File: src/smc_regs.svh
// Register offsets, field positions and reset values for the system mode control block
`ifndef SMC_REGS_SVH
`define SMC_REGS_SVH

`define SMC_ADDR_W 4
`define SMC_SYSCTL_OFS 4'h0
`define SMC_MODE_STAT_OFS 4'h4
`define SMC_BUS_STAT_OFS 4'h8

`define SMC_EXT_EN_BIT 9
`define SMC_RAM_EN_BIT 8
`define SMC_DTC_MODE_BIT 1

// Fixed bits: 15,14,12,0 read 1; 13 and 11 are stored
`define SMC_FIXED_ONE_MASK 16'hd001
`define SMC_STORED_MASK 16'h2b02
`define SMC_MACS_BIT 13
`define SMC_FETCH_BIT 11
`define SMC_RESET_STORED 16'h0102

`define SMC_MODE_EXT16 3'h4
`define SMC_MODE_EXT8 3'h5

// Pin role masks while the external bus is on
`define SMC_PA_CTRL 8'hd0
`define SMC_PB_CTRL 8'h01
`define SMC_PDE_ADDR 8'hff
`define SMC_PF_ADDR 8'h1f

`endif

File: src/smc_pkg.sv
// Types for the system mode control block
package smc_pkg;
  typedef enum logic [2:0] {
    SMC_BUS_OFF = 3'b001,
    SMC_BUS_8 = 3'b010,
    SMC_BUS_16 = 3'b100
  } smc_bus_mode_t;
endpackage

File: src/smc_system_control.sv
// System control register and external extended mode pin assignment
// What this block does
// - Extended mode holds external bus enable at one
// - Single-chip: enable resets zero, software writable
// - Enable bit gates the external bus
// - Write buffer allows external with internal cycles
// - RAM enable returns to one at reset
// - RAM enable bit gates on-chip RAM access
// - Bit ten reads zero, write zero
// - Bits seven to two read zero
// - Bit zero reads one, write one
// - Transfer mode bit resets one; selects addressing
// - Modes four and five are extended modes
// - Modes four, five: advanced, 16M, ROM off
// - Mode four starts sixteen-bit, ports D-F address
// - Mode four all 8-bit areas: port H only
// - Mode five starts eight-bit, port H data
// - Mode five all 16-bit areas: H and I
// - Port A/B control and I/O after reset
// - Port F split; port I default by mode
//
// The address-and-strobe port and the placing of the registers were left to the implementer.
`timescale 1ns/10ps
`include "smc_regs.svh"

module smc_system_control #(
  parameter int AREAS = 8
) (
  input wire logic ref_clk, // 20 MHz system clock
  input wire logic rstn, // Async reset, active low
  input wire logic [2:0] op_mode, // Latched operating mode, steady out of reset
  input wire logic [`SMC_ADDR_W-1:0] addr, // Register byte address
  input wire logic [15:0] wdata, // Write data
  input wire logic wr_stb, // Write strobe
  input wire logic rd_stb, // Read strobe
  input wire logic [AREAS-1:0] area_is_16, // Per-area 16-bit access setting
  input wire logic wbuf_en, // Write data buffer function enabled
  output logic [15:0] rdata, // Read data, cycle after strobe
  output logic external_bus_enable, // External bus enabled
  output logic onchip_ram_enable, // On-chip RAM access enabled
  output logic transfer_ctrl_addr_mode, // 0 full address, 1 short address
  output logic mac_saturate, // MAC saturation control
  output logic fetch_16bit, // Instruction fetch 16-bit width
  output logic ext_mode, // External extended mode active
  output logic advanced_16m, // Advanced mode, 16 Mbyte space
  output logic onchip_rom_enable, // On-chip ROM enabled
  output logic parallel_ext_ok, // External cycle may overlap internal
  output logic [2:0] bus_mode, // Current bus width mode, one-hot
  output logic [7:0] pa_ctrl, // Port A bits acting as bus control
  output logic [7:0] pb_ctrl, // Port B bits acting as bus control
  output logic [7:0] pd_addr, // Port D bits driving address
  output logic [7:0] pe_addr, // Port E bits driving address
  output logic [7:0] pf_addr, // Port F bits driving address
  output logic ph_data, // Port H carries data
  output logic pi_data // Port I carries data
);

  initial begin
    if (AREAS < 1 || AREAS > 16) begin
      $error("AREAS out of range");
    end
  end

  ////////////////////////////////////////////////////////////////////////////
  // Mode decode

  function automatic logic is_ext_mode(input logic [2:0] m);
    is_ext_mode = (m == `SMC_MODE_EXT16) || (m == `SMC_MODE_EXT8);
  endfunction

  wire logic ext_w = is_ext_mode(op_mode);
  wire logic all8_w = ~|area_is_16;
  wire logic all16_w = &area_is_16;

  ////////////////////////////////////////////////////////////////////////////
  // Register storage

  logic [15:0] stored_q;
  logic [15:0] stored_d;
  logic exp_q;
  logic exp_d;
  logic [15:0] rdata_q;
  logic [15:0] rdata_d;
  smc_pkg::smc_bus_mode_t bmode_q;
  smc_pkg::smc_bus_mode_t bmode_d;
  logic init_q;

  wire logic wr_sys = wr_stb && (addr == `SMC_SYSCTL_OFS);
  // Reserved positions masked off, so writes there are dropped
  assign stored_d = wr_sys ? (wdata & `SMC_STORED_MASK) : stored_q;

  // Extended mode forces one; single-chip keeps the written value
  assign exp_d = ext_w ? 1'b1 : (wr_sys ? wdata[`SMC_EXT_EN_BIT] : exp_q);

  always_ff @(posedge ref_clk or negedge rstn) begin
    if (!rstn) begin
      stored_q <= `SMC_RESET_STORED;
      exp_q <= 1'b0;
    end else begin
      stored_q <= stored_d;
      exp_q <= exp_d;
    end
  end

  ////////////////////////////////////////////////////////////////////////////
  // Bus width mode: initial width by mode, then one switch to the other width once all areas take it, then held

  always_comb begin
    bmode_d = bmode_q;
    if (!ext_w) begin
      bmode_d = smc_pkg::SMC_BUS_OFF;
    end else if (!init_q) begin
      bmode_d = (op_mode == `SMC_MODE_EXT16) ? smc_pkg::SMC_BUS_16 : smc_pkg::SMC_BUS_8;
    end else if (op_mode == `SMC_MODE_EXT16 && all8_w) begin
      bmode_d = smc_pkg::SMC_BUS_8;
    end else if (op_mode == `SMC_MODE_EXT8 && all16_w) begin
      bmode_d = smc_pkg::SMC_BUS_16;
    end
  end

  // Mode pins are caught after release, never under the reset itself
  always_ff @(posedge ref_clk or negedge rstn) begin
    if (!rstn) begin
      bmode_q <= smc_pkg::SMC_BUS_OFF;
      init_q <= 1'b0;
    end else begin
      bmode_q <= bmode_d;
      init_q <= 1'b1;
    end
  end

  ////////////////////////////////////////////////////////////////////////////
  // Read path

  wire logic [15:0] sys_view = stored_q | `SMC_FIXED_ONE_MASK | ({15'h0000, exp_q} << `SMC_EXT_EN_BIT);
  always_comb begin
    rdata_d = 16'h0000;
    if (rd_stb) begin
      unique case (addr)
        `SMC_SYSCTL_OFS: rdata_d = sys_view;
        `SMC_MODE_STAT_OFS: rdata_d = {13'h0000, op_mode};
        `SMC_BUS_STAT_OFS: rdata_d = {13'h0000, bmode_q};
        default: rdata_d = 16'h0000;
      endcase
    end
  end

  always_ff @(posedge ref_clk or negedge rstn) begin
    if (!rstn) begin
      rdata_q <= 16'h0000;
    end else begin
      rdata_q <= rdata_d;
    end
  end

  ////////////////////////////////////////////////////////////////////////////
  // Outputs

  assign rdata = rdata_q;
  assign external_bus_enable = exp_q;
  assign onchip_ram_enable = stored_q[`SMC_RAM_EN_BIT];
  assign transfer_ctrl_addr_mode = stored_q[`SMC_DTC_MODE_BIT];
  assign mac_saturate = stored_q[`SMC_MACS_BIT];
  assign fetch_16bit = stored_q[`SMC_FETCH_BIT];
  assign ext_mode = ext_w;
  assign advanced_16m = ext_w;
  assign onchip_rom_enable = ~ext_w;
  assign parallel_ext_ok = exp_q & wbuf_en;
  assign bus_mode = bmode_q;

  wire logic bus_on = ext_w & exp_q;
  assign pa_ctrl = bus_on ? `SMC_PA_CTRL : 8'h00;
  assign pb_ctrl = bus_on ? `SMC_PB_CTRL : 8'h00;
  assign pd_addr = bus_on ? `SMC_PDE_ADDR : 8'h00;
  assign pe_addr = bus_on ? `SMC_PDE_ADDR : 8'h00;
  assign pf_addr = bus_on ? `SMC_PF_ADDR : 8'h00;
  assign ph_data = bus_on && bmode_q != smc_pkg::SMC_BUS_OFF;
  assign pi_data = bus_on && bmode_q == smc_pkg::SMC_BUS_16;

endmodule

File: config.mk
export PLATFORM = sky130hd
export DESIGN_NAME = smc_system_control
export DESIGN_NICKNAME = d
export VERILOG_FILES = /design/src/smc_pkg.sv /design/src/smc_system_control.sv
export VERILOG_INCLUDE_DIRS = /design/src
export SDC_FILE = /design/constraint.sdc
export NUM_CORES = 1
export LEC_CHECK = 0
export ABC_AREA = 1
export BUFFER_PORTS_ARGS = -buffer_cell sky130_fd_sc_hd__buf_4
export CORE_UTILIZATION = 40
export CTS_BUF_LIST = sky130_fd_sc_hd__clkbuf_8
export DETAILED_ROUTE_END_ITERATION = 8
export PLACE_DENSITY = 0.9
export SLEW_MARGIN = 20
export SYNTH_ARGS = -nofsm -noshare
export SYNTH_HDL_FRONTEND = slang
export SYNTH_SLANG_ARGS = --single-unit
File: constraint.sdc
create_clock -name ref_clk -period 1.85 [get_ports ref_clk]
set_clock_uncertainty 0.15 [all_clocks]
set_input_delay 0.37 -clock ref_clk [delete_from_list [all_inputs] [get_ports ref_clk]]
set_output_delay 0.37 -clock ref_clk [all_outputs]
set_load 0.01 [all_outputs]
# ---- Word-level counts from Yosys, hierarchy flattened
# Index checks and enable logic that the tools add are counted.
dict set report op_classes {
  add_sub_neg 0
  n_mul 0
  div 0
  order_cmp 0
  eq_ne 7
  shifts 0
  n_mux 13
  n_bitwise 4
  n_reduce_logical 11
}
# operator n
set op_table {}
lappend op_table {{$pmux W16 S3} 1}
lappend op_table {{$mux W16} 1}
lappend op_table {{$mux W8} 2}
lappend op_table {{$or A16 B10 Y16} 1}
lappend op_table {{$mux W3} 5}
lappend op_table {{$eq A3 B3 Y1 const B} 3}
lappend op_table {{$reduce_and A8 Y1} 1}
lappend op_table {{$reduce_or A8 Y1} 1}
lappend op_table {{$logic_and A1 B1 Y1} 5}
lappend op_table {{$mux W5} 1}
lappend op_table {{$eq A4 B3 Y1 const B} 1}
lappend op_table {{$eq A4 B4 Y1 const B} 1}
lappend op_table {{$logic_not A4 Y1} 1}
lappend op_table {{$ne A4 B2 Y1 const B} 1}
lappend op_table {{$mux W1} 3}
lappend op_table {{$ne A3 B1 Y1 const B} 1}
lappend op_table {{$and A1 B1 Y1} 2}
lappend op_table {{$reduce_bool A2 Y1} 1}
lappend op_table {{$logic_not A1 Y1} 1}
lappend op_table {{$logic_or A1 B1 Y1} 1}
lappend op_table {{$not A1 Y1} 1}
dict set report totals {
  register_bits 26
  latch_bits 0
  ram_bits 0
  romBits 0
  in_bits 36
  output_inout_bits 70
  memories 0
}

# ---- Depth between registers and ports, before layout
dict set report depth {
  ltp_word 6
  depth_mapped 8
  mapped_depth_nobuf 8
}

# ---- Worst setup path after synthesis
# Ideal clock, no wire load.
dict set report synth_timing {
  path_kind {input to output}
  startpoint {input op_mode[2]}
  endpoint {output pa_ctrl[4]}
  t_arrival_ns 1.307
  t_required_ns 1.330
  path_slack_ns 0.023
  cell_stages 5
  path_buffers 1
  path_cell_list {inv_2 nor2_4 nand2_1 inv_1 buf_4}
}
dict set report synth_via {
  elab_chain_len 4
}
# item line_no
set synth_rtl {}
lappend synth_rtl {{start: declaration} smc_system_control.sv:31} ;# input wire logic [2:0] op_mode,
lappend synth_rtl {{$eq A3 B3 Y1 (no line)} n/a}
lappend synth_rtl {{$logic_or A1 B1 Y1 (*)} smc_system_control.sv:68} ;# is_ext_mode = (m == `SMC_MODE_EXT16) || (m == `SMC_MODE_EXT8);
lappend synth_rtl {{via advanced_16m} smc_system_control.sv:45} ;# output logic advanced_16m,
lappend synth_rtl {{$and A1 B1 Y1 (*)} smc_system_control.sv:171} ;# wire logic bus_on = ext_w & exp_q;
lappend synth_rtl {{via bus_on} smc_system_control.sv:171}
lappend synth_rtl {{$mux W8 (*)} smc_system_control.sv:172} ;# assign pa_ctrl = bus_on ? `SMC_PA_CTRL : 8'h00;
lappend synth_rtl {{end: declaration} smc_system_control.sv:49} ;# output logic [7:0] pa_ctrl,
# The timed path passes the listed nets; every way through them passes the cells marked *.

# ---- Final worst setup path
dict set report layout_timing {
  startpoint {register exp_q, in the netlist external_bus_enable}
  endpoint {output pb_ctrl[0]}
}
dict set report layout_via {
  elab_chain_len 2
}
# item line_no
set layout_rtl {}
lappend layout_rtl {{start: declaration} smc_system_control.sv:80} ;# logic exp_q;
lappend layout_rtl {{start signal: assignment} smc_system_control.sv:101} ;# exp_q <= exp_d;
lappend layout_rtl {{$and A1 B1 Y1} smc_system_control.sv:171}
lappend layout_rtl {{$mux W1} smc_system_control.sv:173} ;# assign pb_ctrl = bus_on ? `SMC_PB_CTRL : 8'h00;
lappend layout_rtl {{end: declaration} smc_system_control.sv:50} ;# output logic [7:0] pb_ctrl,
# No other way between the ends.

==> run summary <==
DP Area = 1610 um2
end of the critical path = pb_ctrl[0]
Max Slew Vio Count = 0
post-route non-filler standard cell count = 256
CP Cell Sequence = nand2_1 > inv_1 > buf_12 > buf_4
final hold violation count = 0
syn_area_per_cell = 7.90 um2
via count = 1,053
Seq/Total Area, Yosys = 35.7%
Buffers on Ports = 73
Synthesis Warnings = 0
CP arrival = 1180 ps
Levels on crit path = 4
CTS sink cnt = 18
Num CTS Buffers = 3
Worst R2R Start = init_q
Gate Count Post-Synth = 161
Setup crit end kind = output port
origin of the worst setup path = external_bus_enable
1st-pass router iterations = 5
startpoint types = register
DP HPWL = 1970 um
largest net degree at the start of global routing = 26
Buffers & Inverters on Critical Path = 3
H-tree lvl count = 1
Routed WL = 2550 um
clock tree root buffer cell = clkbuf_8
RSZ-0062 raised after global routing = no
peak supply drop = 220 uV
Die Wd = 58.4 um
number of global-route vias before repair = 931
Iteration-0 DRC Markers = 27
Clock Path Buffers = 2
clock transition at the registers of the reported paths = 70 ps
FF-to-FF End = bus_mode[1]
Setup-failing EPs final = 0
dpl cells = 251
WHS = 171 ps
Yosys reg bits = 18
max-cap violation count = 0
leakage = 0.982 nW
clk_lat worst skew = 250 ps
die footprint = 3410 um2
Register-to-Register Path Depth = 4
worst hold path type = in2reg
antenna cells = 0
Fin Setup TNS = 0 ps
Reg2Reg Setup Slack = 750 ps
slowest CP cell = dfrtp_1
status = finished clean
initial core utilization = 42.0%
Die Ht = 58.4 um
IO Count = 106
post-route cell area = 1670 um2
CP Data Required Time = 1330 ps
post-synth cell types = 23
P per Cell Area = 652 nW/um2
Achievable Freq = 589 MHz
wire per inst = 9.97 um
min Tclk post-route = 1700 ps
Final nets = 249
Site Rows = 20
GR Overflow Total = 0
Area Overhead vs Synth = 31.7%
Detail Route Antenna Nets = 0
top cell family by delay on the critical path = flip-flops
GRT Util Overall = 14.3%
FILL cells = 270
worst-path fanout max = 25
gpl congestion = 0.744
critical path type = reg2out
Final Cycle Share = 91.8%
Core Area = 3030 um2
max incr delay on CP = 420 ps
initial antenna violation count = 0
layout cells sized above 1 = 43.4%
DRC = 0
drt via density = 4.11
global-route wire length before repair = 3830 um
Mapped Area = 1270 um2
TritonCTS clock tree = done
==> layer usage <==
layer	GRT usage [%]	wire, um	vias to the layer above
met2	28.2	1370	50
met1	16.4	993	476
li1	-	-	525
met3	1.32	175	2
met5	0	0	-
met4	3.74	14	0
==> where the power goes <==
group / switching, mW / internal, mW
logic: 0.157 / 0.148
registers: 0.0232 / 0.436
clock network: 0.138 / 0.189
==> cells in the mapped netlist (all sizes together) <==
library cell | instances | share of area, %
buf | 49 | 29
nand2 | 34 | 10
dfstp | 3 | 6.2
inv | 20 | 6.1
a21oi | 2 | 0.79
o21ai | 5 | 2.0
or2 | 1 | 0.49
conb | 2 | 0.59
nor2 | 16 | 7.4
nand3b | 1 | 0.59
nand4 | 3 | 1.5
nand3 | 7 | 3.1
o211ai | 1 | 0.59
nor4b | 1 | 1.2
a21boi | 1 | 0.59
dfrtp | 15 | 30
==> worst min-delay path: stages <==
cell and delay [ps]:
buf_4 80, nand2_1 40, o21ai_0 50
==> per-stage QoR <==
step | utilization (%) | worst slack (ps) | power (mW)
global placement | 53.1 | 251 | 0.760
detailed placement | 53.1 | 230 | 0.769
finish | 55.3 | 151 | 1.09
CTS | 55.3 | 141 | 1.10
global route | 55.3 | 61.2 | 1.14
floorplan | - | 22.6 | 0.669
==> logic make-up after synthesis <==
logic type	after synthesis	synth area share [%]
AOI/OAI and AO/OA	9	3.94
and+or+nand+nor	63	24.7
other	2	0.591
DFF	18	35.7
buffers and inverters	69	35.0
==> flip-flops by register name, indices dropped and copies added, names as in the netlist <==
name and flops:
init_q 1, stored_q 5, bus_mode 3, rdata 8
external_bus_enable 1
==> layout by cell type, fill, tap and decap left out, drive strengths merged <==
| master | count |
|---|---|
| a21boi | 1 |
| a21oi | 2 |
| buf | 75 |
| clkbuf | 4 |
| conb | 22 |
| dfrtp | 15 |
| dfstp | 3 |
| dlygate4sd3 | 1 |
| inv | 20 |
| nand2 | 34 |
| nand3 | 7 |
| nand3b | 1 |
| nand4 | 3 |
| nor2 | 16 |
| nor4b | 1 |
| o211ai | 1 |
| o21ai | 5 |
| or2 | 1 |
==> final cells by class <==
cell class                 instances  area (um2)  share of cell area [%]
multi-input combinational         94         447                    26.7
tap                               44        55.1                    3.29
clock buffer                       4        55.1                    3.29
timing repair buffer              76         586                    35.0
sequential                        18         454                    27.1
inverter                          20        77.6                    4.63
==> how the worst min path moves through the flow <==
stage | end | cells past startpoint | from
2_1_floorplan | bus_mode[1] | 0 | rstn
3_3_place_gp | rdata[8] | 1 | rstn
3_5_place_dp | rdata[8] | 1 | rstn
4_1_cts | stored_q[13] | 3 | wdata[13]
5_1_grt | stored_q[11] | 3 | wdata[11]
6_report | stored_q[13] | 3 | wdata[13]
==> what timing repair did <==
action | CTS | global route
resized for setup | 0 | 0
setup endpoints to repair | 0 | 0
hold endpoints to repair | 15 | 0
hold buffers | 1 | 0
setup buffers | 0 | 0
Power figures use the tool's default switching activity.
